--- config.mk ---
export PLATFORM = sky130hd
export DESIGN_NAME = sms_status
export DESIGN_NICKNAME = d
export VERILOG_FILES = /design/src/sms_pkg.sv /design/src/sms_status.sv
export VERILOG_INCLUDE_DIRS = /design/src
export SDC_FILE = /design/constraint.sdc
export NUM_CORES = 1
export LEC_CHECK = 0
export ABC_AREA = 1
export BUFFER_PORTS_ARGS = -buffer_cell sky130_fd_sc_hd__buf_2
export CAP_MARGIN = 5
export CORE_MARGIN = 3
export CORE_UTILIZATION = 50
export CTS_CLUSTER_SIZE = 14
export DETAILED_ROUTE_END_ITERATION = 6
export MAX_ROUTING_LAYER = met4
export PLACE_DENSITY = 0.8
export SLEW_MARGIN = 10
export SYNTH_ARGS = -nofsm -noshare
export SYNTH_HDL_FRONTEND = slang
export SYNTH_SLANG_ARGS = --single-unit
--- constraint.sdc ---
create_clock -name i_clk -period 2.4 [get_ports i_clk]
set_input_delay 0.12 -clock i_clk [delete_from_list [all_inputs] [get_ports i_clk]]
set_output_delay 0.12 -clock i_clk [all_outputs]
set_load 0.01 [all_outputs]
--- src/sms_map.svh ---
`ifndef SMS_MAP_SVH
`define SMS_MAP_SVH
`define SMS_ADDR_W         8
`define SMS_OFS_STATUS     8'h10
`define SMS_OFS_FILL       8'h14
`define SMS_OFS_IRQ_EN     8'h18
`define SMS_BIT_XFER_DONE  0
`define SMS_BIT_DMA_DONE   1
`define SMS_BIT_TX_OVF     2
`define SMS_BIT_RX_UNF     3
`define SMS_BIT_PROG_ERR   4
`define SMS_BIT_DMA_RX_ERR 5
`define SMS_BIT_DMA_TX_ERR 6
`define SMS_FLAG_W         7
`define SMS_CNT_W          16
`define SMS_BUF_DEPTH      16'h0040
`define SMS_TX_ERR_RST     1'h1
`define SMS_IRQ_EN_RST     7'h00
`define SMS_STAT_MASK      7'h1f
`endif

--- src/sms_pkg.sv ---
package sms_pkg;
  typedef struct packed {
    logic        dma_en;
    logic        desc_en;
    logic        close_en;
    logic        dma_tx_act;
    logic        dma_rx_act;
  } sms_mode_s;

  typedef struct packed {
    logic        dma_tx_done;
    logic        dma_rx_done;
    logic        len_match;
    logic        last_desc_done;
    logic        stop_byte_done;
    logic        prog_err;
    logic        dma_tx_err;
    logic        dma_rx_err;
  } sms_evt_s;

  typedef struct packed {
    logic        tx_push;
    logic        tx_pop;
    logic        rx_push;
    logic        rx_pop;
  } sms_buf_s;

  typedef enum logic [1:0] {
    SMS_DMA_IDLE = 2'b00,
    SMS_DMA_WAIT = 2'b01
  } sms_dma_e;

  typedef struct packed {
    logic [6:0]  flags;
    logic [6:0]  irq_en;
    logic [15:0] rx_cnt;
    logic [15:0] tx_cnt;
    logic        tx_seen;
    logic        rx_seen;
    sms_dma_e    dma_st;
    logic [31:0] rdata;
    logic        irq;
    logic        tx_full;
    logic        rx_empty;
  } sms_state_s;
endpackage

--- src/sms_status.sv ---
`include "sms_map.svh"
module sms_status (
  input  wire logic                   i_clk,
  input  wire logic                   i_reset,
  input  wire logic [7:0]             i_addr,
  input  wire logic [31:0]            i_wdata,
  input  wire logic                   i_wr,
  input  wire logic                   i_rd,
  input  wire sms_pkg::sms_mode_s     i_mode,
  input  wire sms_pkg::sms_evt_s      i_evt,
  input  wire sms_pkg::sms_buf_s      i_buf,
  output logic [31:0]                 o_rdata,
  output logic                        o_irq,
  output logic                        o_tx_full,
  output logic                        o_rx_empty
);
  import sms_pkg::*;

  sms_state_s s_q;
  sms_state_s s_d;

  function automatic logic [15:0] step(input logic [15:0] c, input logic up, input logic dn);
    logic [15:0] r;
    r = c;
    if (up && !dn) begin
      r = c + 16'h0001;
    end else if (dn && !up) begin
      r = c - 16'h0001;
    end
    return r;
  endfunction

  logic tx_full;
  logic rx_empty;
  logic tx_push_ok;
  logic tx_pop_ok;
  logic rx_push_ok;
  logic rx_pop_ok;
  logic dma_done;
  logic xfer_done;
  logic [6:0] set_v;
  logic [6:0] clr_v;

  assign tx_full    = (s_q.tx_cnt == `SMS_BUF_DEPTH);
  assign rx_empty   = (s_q.rx_cnt == 16'h0000);
  assign tx_push_ok = i_buf.tx_push && !tx_full;
  assign tx_pop_ok  = i_buf.tx_pop && (s_q.tx_cnt != 16'h0000);
  assign rx_push_ok = i_buf.rx_push && (s_q.rx_cnt != `SMS_BUF_DEPTH);
  assign rx_pop_ok  = i_buf.rx_pop && !rx_empty;

  always_comb begin
    logic tx_ok;
    logic rx_ok;
    tx_ok    = i_evt.dma_tx_done || s_q.tx_seen;
    rx_ok    = i_evt.dma_rx_done || s_q.rx_seen;
    dma_done = 1'b0;
    if (i_mode.dma_en) begin
      // wait for every active direction before reporting done
      if (i_mode.dma_tx_act && i_mode.dma_rx_act) begin
        dma_done = tx_ok && rx_ok;
      end else if (i_mode.dma_tx_act) begin
        dma_done = i_evt.dma_tx_done;
      end else if (i_mode.dma_rx_act) begin
        dma_done = i_evt.dma_rx_done;
      end
    end
  end

  always_comb begin
    xfer_done = i_evt.stop_byte_done;
    if (i_mode.desc_en) begin
      xfer_done = xfer_done || i_evt.last_desc_done;
    end else if (i_mode.dma_en) begin
      xfer_done = xfer_done || dma_done;
    end else begin
      xfer_done = xfer_done || i_evt.len_match;
    end
    if (i_mode.close_en && dma_done) begin
      xfer_done = 1'b1;
    end
  end

  always_comb begin
    set_v = 7'h00;
    set_v[`SMS_BIT_XFER_DONE] = xfer_done;
    set_v[`SMS_BIT_DMA_DONE]  = dma_done;
    set_v[`SMS_BIT_TX_OVF]    = i_buf.tx_push && tx_full;
    set_v[`SMS_BIT_RX_UNF]    = i_buf.rx_pop && rx_empty;
    set_v[`SMS_BIT_PROG_ERR]  = i_evt.prog_err;
    clr_v = 7'h00;
    if (i_wr && i_addr == `SMS_OFS_STATUS) begin
      clr_v = i_wdata[6:0] & `SMS_STAT_MASK;
    end
  end

  always_comb begin
    s_d = s_q;
    s_d.flags[4:0] = (s_q.flags[4:0] & ~clr_v[4:0]) | set_v[4:0];
    s_d.flags[`SMS_BIT_DMA_RX_ERR] = i_evt.dma_rx_err;
    s_d.flags[`SMS_BIT_DMA_TX_ERR] = i_evt.dma_tx_err;
    s_d.tx_cnt = step(s_q.tx_cnt, tx_push_ok, tx_pop_ok);
    s_d.rx_cnt = step(s_q.rx_cnt, rx_push_ok, rx_pop_ok);
    // level outputs registered from the next counts, so they move with the counts
    s_d.tx_full  = (s_d.tx_cnt == `SMS_BUF_DEPTH);
    s_d.rx_empty = (s_d.rx_cnt == 16'h0000);
    // partial DMA completion remembered until the other side finishes
    if (dma_done || !i_mode.dma_en) begin
      s_d.tx_seen = 1'b0;
      s_d.rx_seen = 1'b0;
      s_d.dma_st  = SMS_DMA_IDLE;
    end else begin
      s_d.tx_seen = s_q.tx_seen || i_evt.dma_tx_done;
      s_d.rx_seen = s_q.rx_seen || i_evt.dma_rx_done;
      s_d.dma_st  = (s_d.tx_seen || s_d.rx_seen) ? SMS_DMA_WAIT : SMS_DMA_IDLE;
    end
    if (i_wr && i_addr == `SMS_OFS_IRQ_EN) begin
      s_d.irq_en = i_wdata[6:0];
    end
    s_d.irq = |(s_d.flags & s_d.irq_en);
    s_d.rdata = 32'h0000_0000;
    if (i_rd) begin
      case (i_addr)
        `SMS_OFS_STATUS: begin
          s_d.rdata[6:0] = s_q.flags;
        end
        `SMS_OFS_FILL: begin
          s_d.rdata = {s_q.rx_cnt, s_q.tx_cnt};
        end
        `SMS_OFS_IRQ_EN: begin
          s_d.rdata[6:0] = s_q.irq_en;
        end
        default: begin
          s_d.rdata = 32'h0000_0000;
        end
      endcase
    end
  end

  always_ff @(posedge i_clk) begin
    if (i_reset) begin
      s_q        <= '0;
      s_q.flags  <= {`SMS_TX_ERR_RST, 6'h00};
      s_q.irq_en <= `SMS_IRQ_EN_RST;
      s_q.rx_empty <= 1'b1;
    end else begin
      s_q <= s_d;
    end
  end

  assign o_rdata    = s_q.rdata;
  assign o_irq      = s_q.irq;
  assign o_tx_full  = s_q.tx_full;
  assign o_rx_empty = s_q.rx_empty;

  AST_OVF_SET: assert property (@(posedge i_clk) disable iff (i_reset)
    (i_buf.tx_push && tx_full) |=> s_q.flags[`SMS_BIT_TX_OVF]) else $error("overflow flag not set");
  AST_UNF_SET: assert property (@(posedge i_clk) disable iff (i_reset)
    (i_buf.rx_pop && rx_empty) |=> s_q.flags[`SMS_BIT_RX_UNF]) else $error("underflow flag not set");
  AST_PROG_SET: assert property (@(posedge i_clk) disable iff (i_reset)
    i_evt.prog_err |=> s_q.flags[`SMS_BIT_PROG_ERR]) else $error("setup fault not set");
  AST_HOLD: assert property (@(posedge i_clk) disable iff (i_reset)
    (s_q.flags[`SMS_BIT_PROG_ERR] && !(i_wr && i_addr == `SMS_OFS_STATUS && i_wdata[4]))
    |=> s_q.flags[`SMS_BIT_PROG_ERR]) else $error("flag lost without clear");
  AST_CLEAR: assert property (@(posedge i_clk) disable iff (i_reset)
    (i_wr && i_addr == `SMS_OFS_STATUS && i_wdata[3] && !(i_buf.rx_pop && rx_empty))
    |=> !s_q.flags[`SMS_BIT_RX_UNF]) else $error("clear ignored");
  AST_TOGETHER: assert property (@(posedge i_clk) disable iff (i_reset)
    (i_mode.close_en && dma_done) |=> (s_q.flags[1:0] == 2'b11)) else $error("done flags split");
  AST_DMA_BOTH: assert property (@(posedge i_clk) disable iff (i_reset)
    (i_mode.dma_en && i_mode.dma_tx_act && i_mode.dma_rx_act && !s_q.tx_seen && !s_q.rx_seen
     && i_evt.dma_tx_done && !i_evt.dma_rx_done) |-> !dma_done) else $error("early DMA done");
  AST_TX_CNT: assert property (@(posedge i_clk) disable iff (i_reset)
    (tx_push_ok && !tx_pop_ok) |=> s_q.tx_cnt == $past(s_q.tx_cnt) + 16'h0001) else $error("tx count");
  AST_IRQ: assert property (@(posedge i_clk) disable iff (i_reset)
    (s_q.flags[0] && s_q.irq_en[0]) |-> o_irq) else $error("irq missing");
  AST_RDATA: assert property (@(posedge i_clk) disable iff (i_reset)
    (i_rd && i_addr == `SMS_OFS_FILL) |=> o_rdata[31:16] == $past(s_q.rx_cnt)) else $error("rx count read");

  // reset checks run without the reset disable on purpose
  AST_TX_ERR_RST: assert property (@(posedge i_clk)
    i_reset |=> s_q.flags[`SMS_BIT_DMA_TX_ERR])
    else $error("tx fault reset value");

  AST_TX_ERR_COPY: assert property (@(posedge i_clk) disable iff (i_reset)
    1'b1 |=> s_q.flags[`SMS_BIT_DMA_TX_ERR] == $past(i_evt.dma_tx_err))
    else $error("tx fault not followed");

  AST_RX_ERR_RST: assert property (@(posedge i_clk)
    i_reset |=> !s_q.flags[`SMS_BIT_DMA_RX_ERR])
    else $error("rx fault reset value");

  AST_RX_ERR_COPY: assert property (@(posedge i_clk) disable iff (i_reset)
    1'b1 |=> s_q.flags[`SMS_BIT_DMA_RX_ERR] == $past(i_evt.dma_rx_err))
    else $error("rx fault not followed");

  AST_RST_CNT: assert property (@(posedge i_clk)
    i_reset |=> (s_q.tx_cnt == 16'h0000 && s_q.rx_cnt == 16'h0000 && o_rx_empty && !o_tx_full))
    else $error("counts not reset");

  AST_OVF_NOCNT: assert property (@(posedge i_clk) disable iff (i_reset)
    (i_buf.tx_push && tx_full && !i_buf.tx_pop) |=> s_q.tx_cnt == $past(s_q.tx_cnt))
    else $error("overflow moved count");

  AST_UNF_NOCNT: assert property (@(posedge i_clk) disable iff (i_reset)
    (i_buf.rx_pop && rx_empty && !i_buf.rx_push) |=> s_q.rx_cnt == $past(s_q.rx_cnt))
    else $error("underflow moved count");

  AST_DMA_SET: assert property (@(posedge i_clk) disable iff (i_reset)
    (i_mode.dma_en && i_mode.dma_tx_act && !i_mode.dma_rx_act && i_evt.dma_tx_done) |=> s_q.flags[1])
    else $error("DMA done not set");

  AST_DMA_BOTH_DONE: assert property (@(posedge i_clk) disable iff (i_reset)
    (i_mode.dma_en && i_mode.dma_tx_act && i_mode.dma_rx_act && s_q.tx_seen && i_evt.dma_rx_done)
    |=> s_q.flags[1])
    else $error("DMA done missing after both");

  AST_DMA_OFF: assert property (@(posedge i_clk) disable iff (i_reset)
    !i_mode.dma_en |-> !dma_done)
    else $error("DMA done without DMA");

  AST_DESC_DMA: assert property (@(posedge i_clk) disable iff (i_reset)
    (i_mode.desc_en && dma_done) |=> s_q.flags[1])
    else $error("DMA done suppressed");

  AST_MAN_DONE: assert property (@(posedge i_clk) disable iff (i_reset)
    (!i_mode.dma_en && !i_mode.desc_en && i_evt.len_match) |=> s_q.flags[0])
    else $error("manual done missing");

  AST_DMA_XFER: assert property (@(posedge i_clk) disable iff (i_reset)
    (i_mode.dma_en && !i_mode.desc_en && dma_done) |=> s_q.flags[0])
    else $error("DMA transfer done missing");

  AST_DESC_LAST: assert property (@(posedge i_clk) disable iff (i_reset)
    (i_mode.desc_en && i_evt.last_desc_done) |=> s_q.flags[0])
    else $error("last descriptor done missing");

  AST_DESC_EARLY: assert property (@(posedge i_clk) disable iff (i_reset)
    (i_mode.desc_en && !i_evt.last_desc_done && !i_evt.stop_byte_done && !(i_mode.close_en && dma_done))
    |-> !xfer_done)
    else $error("early descriptor done");

  AST_STOP: assert property (@(posedge i_clk) disable iff (i_reset)
    i_evt.stop_byte_done |=> s_q.flags[0])
    else $error("stop done missing");

  AST_RX_CNT_UP: assert property (@(posedge i_clk) disable iff (i_reset)
    (rx_push_ok && !rx_pop_ok) |=> s_q.rx_cnt == $past(s_q.rx_cnt) + 16'h0001)
    else $error("rx count up");

  AST_TX_CNT_DN: assert property (@(posedge i_clk) disable iff (i_reset)
    (tx_pop_ok && !tx_push_ok) |=> s_q.tx_cnt == $past(s_q.tx_cnt) - 16'h0001)
    else $error("tx count down");

  AST_TX_BOUND: assert property (@(posedge i_clk) disable iff (i_reset)
    s_q.tx_cnt <= `SMS_BUF_DEPTH)
    else $error("tx count beyond depth");

  AST_RX_BOUND: assert property (@(posedge i_clk) disable iff (i_reset)
    s_q.rx_cnt <= `SMS_BUF_DEPTH)
    else $error("rx count beyond depth");

  AST_TX_RD: assert property (@(posedge i_clk) disable iff (i_reset)
    (i_rd && i_addr == `SMS_OFS_FILL) |=> o_rdata[15:0] == $past(s_q.tx_cnt))
    else $error("tx count read");

  AST_RDATA_IDLE: assert property (@(posedge i_clk) disable iff (i_reset)
    !i_rd |=> o_rdata == 32'h0000_0000)
    else $error("read data without read");

  AST_IRQ_OFF: assert property (@(posedge i_clk) disable iff (i_reset)
    !(|(s_q.flags & s_q.irq_en)) |-> !o_irq)
    else $error("irq without cause");

  AST_IRQ_EN_WR: assert property (@(posedge i_clk) disable iff (i_reset)
    (i_wr && i_addr == `SMS_OFS_IRQ_EN) |=> s_q.irq_en == $past(i_wdata[6:0]))
    else $error("irq enable write lost");

  AST_OVF_WINS: assert property (@(posedge i_clk) disable iff (i_reset)
    (i_buf.tx_push && tx_full && i_wr && i_addr == `SMS_OFS_STATUS && i_wdata[2]) |=> s_q.flags[2])
    else $error("clear beat set");

  AST_CLR_OVF: assert property (@(posedge i_clk) disable iff (i_reset)
    (i_wr && i_addr == `SMS_OFS_STATUS && i_wdata[2] && !(i_buf.tx_push && tx_full)) |=> !s_q.flags[2])
    else $error("overflow clear ignored");

  AST_CLR_ZERO: assert property (@(posedge i_clk) disable iff (i_reset)
    (s_q.flags[3] && i_wr && i_addr == `SMS_OFS_STATUS && !i_wdata[3]) |=> s_q.flags[3])
    else $error("zero write cleared flag");
endmodule // sms_status

==> qor.txt <==
Status - completed
Placement Setup Slack - 0.195 ns
Post-synth top cells - nand2_1, nor2_1, inv_1, dfxtp_1, nand3_1
Rows - 37
Area Growth Syn to Fin - 12.4%
Syn Area/Cell - 6.23 µm²
Max Clk Rate - 0.446 GHz
Worst Tran Pin Value - 0.523 ns
# nets final - 991
Post-synth EDFFs - 0
RSZ-0062 raised after global routing - no
Via Count - 5312
DP Area - 0.00578 mm²
Leak Pwr - 3.14 nW
H-tree depth - 3
Prevailing post-synth register cell - dfxtp_1
First-pass GRT wire length - 22200 µm
Syn_nets - 928
Die area - 0.0120 mm²
Final GP Congestion - 1.00
Final instance area - 0.00603 mm²
Antenna Nets Post-Route - 0
Crit path DAT - 2.55 ns
Synth Instances - 861
Max_cap viols - 0
CTS root buf - clkbuf_8
Count leader, synth - nand2_1
CTS Buf Count - 9
Routed len/inst - 12.8 µm
Pwr dens - 1500 mW/mm²
Largest net degree at the start of global routing - 48
Port bufs - 70
Sequential fraction of the synthesis area - 0.310
Max Slew Vio Count - 0
Critical Path Sink Type - register
Ys Warns - 0
Vias per cell - 4.98
Area leader, netlist - dfxtp_1
Worst-path clk slew - 0.09 ns
Number of global-route vias before repair - 4708
Drt total wl - 13600 µm
DRT Pass-1 Iters - 5
Yosys cell types - 34
Area of the core - 0.0104 mm²
Die Span Y - 110 µm
Relative slew slack - 0.651
# DRC - 0
Initial Utilization - 0.517
Mapped Area - 0.00536 mm²
Clk_skew - 0.0121 ns
Hold/Removal Path Class - in2reg
Antenna violations before repair - 1
Critical Path RT - 2.71 ns
Setup repair bufs after CTS - 0
Synth top area cells - dfxtp_1, nand2_1, nor2_1
Final Setup Violations - 0
Ports - 96
Grt total ovfl - 0
DP HPWL - 10300 µm
Hold Vio Cnt, Final - 0
Initial DRC count - 352
TritonCTS clock tree - yes
Die width - 110 µm
Fin crit period - 2.24 ns
Total Routing Usage GR - 0.244
Max clock buf depth - 2
CP Max Fanout - 11
Share of async-settable or async-resettable flops after synthesis - 0
Register bit total from synthesis - 83
Final setup margin - 0.160 ns
Startpoint type of the worst setup path - register
TritonCTS Sinks - 83
CP Class - reg2reg
Setup TNS - 0 ns
Part of the cycle the worst path needs - 0.933
Share of cells above drive strength 1 - 0.170
Synth top area share - 0.310
Worst IR Drop VDD - 0.626 mV
Clk_lat worst skew - 0.39 ns
## kinds of logic after synthesis
kind of cell,Yosys count,synth area share
AOI/OAI and AO/OA,65,0.0688
DFF,83,0.310
muxes,1,0.00187
buffers and inverters,151,0.142
adders and majority gates,6,0.0140
xor gates and xnor gates,25,0.0408
and+or+nand+nor,530,0.423
## registers in the layout (all words and copies together) (netlist names)
register and flops:
o_irq 1, o_rdata 32, o_rx_empty 1, o_tx_full 1
s_q 48
## power breakdown
part	total (mW)	switching [mW]	internal, mW	leakage, nW
clock	1.04	0.550	0.487	0.0998
sequential	1.88	0.253	1.63	0.673
combinational	6.13	3.95	2.17	2.36
total	9.05	4.76	4.29	3.14
## final timing paths
check | start | to | slack, ns | cells after the start
worst max-delay path | s_q[40] | o_tx_full | 0.16 | 15
worst min-delay path | i_reset | o_rx_empty | 0.03 | 3
worst max register to register | s_q[40] | o_tx_full | 0.16 | 15
worst min register to register | s_q[38] | s_q[38] | 0.49 | 2
## layout by cell type, fill, tap and decap left out, types with 2 or more instances in the layout
cell / count
clkinv_4: 3
ha_1: 6
inv_4: 2
o21ai_1: 2
nand2_4: 5
dlygate4sd3_1: 5
nand2_2: 6
o211ai_1: 2
nor2_1: 148
or2_2: 4
clkbuf_8: 9
o221ai_1: 5
dfxtp_1: 83
nor2_2: 10
nor2_4: 5
inv_1: 89
nand4_1: 10
buf_2: 70
o21ai_0: 19
o2bb2ai_1: 2
xor2_1: 25
a21oi_1: 33
nand3_1: 69
nor3_1: 9
nand2_1: 261
buf_12: 2
buf_4: 34
## layer usage
layer / global-route usage / wire length [µm]
met1: 0.313 / 6100
met2: 0.378 / 6200
met3: 0.0640 / 1080
met4: 0.0775 / 257
met5: - / 0
## cell type report
cell class                 count  area (µm²)
multi-input combinational    627        2950
inverter                      92         350
fill                        1062        4340
clock inverter                 7        77.6
clock buffer                   9         124
sequential                    83        1660
antenna                        1        2.50
tap                          136         170
timing repair buffer         111         696
## metrics by stage
step                      hold slack [ns]  cells  utilization  power (mW)
after floorplan                     0.227    861            -        6.48
after global placement              0.327   1045        0.557        7.83
after detailed placement            0.330   1045        0.557        7.89
after CTS                          0.0105   1066        0.581        8.98
after global routing               0.0316   1066        0.581        9.90
final                              0.0337   1066        0.581        9.05
## worst max-delay path, stage by stage (launching register included)
cell and delay, ns:
dfxtp_1 0.35, inv_1 0.15, ha_1 0.18, nand2_1 0.09, nor2_2 0.13, nand2_2 0.07, nand2_4 0.07, buf_4 0.15
nand2_2 0.17, nand2_1 0.10, nand2_1 0.05, a21oi_1 0.19, nand2_1 0.13, nor2_1 0.11, nand2_1 0.07, nor2_1 0.14
## timing repair
item,in CTS,in global routing
setup endpoints to repair,0,1
hold endpoints to repair,5,0
hold buffers,5,0
gates resized for setup,0,1
Power figures use the tool's default switching activity.
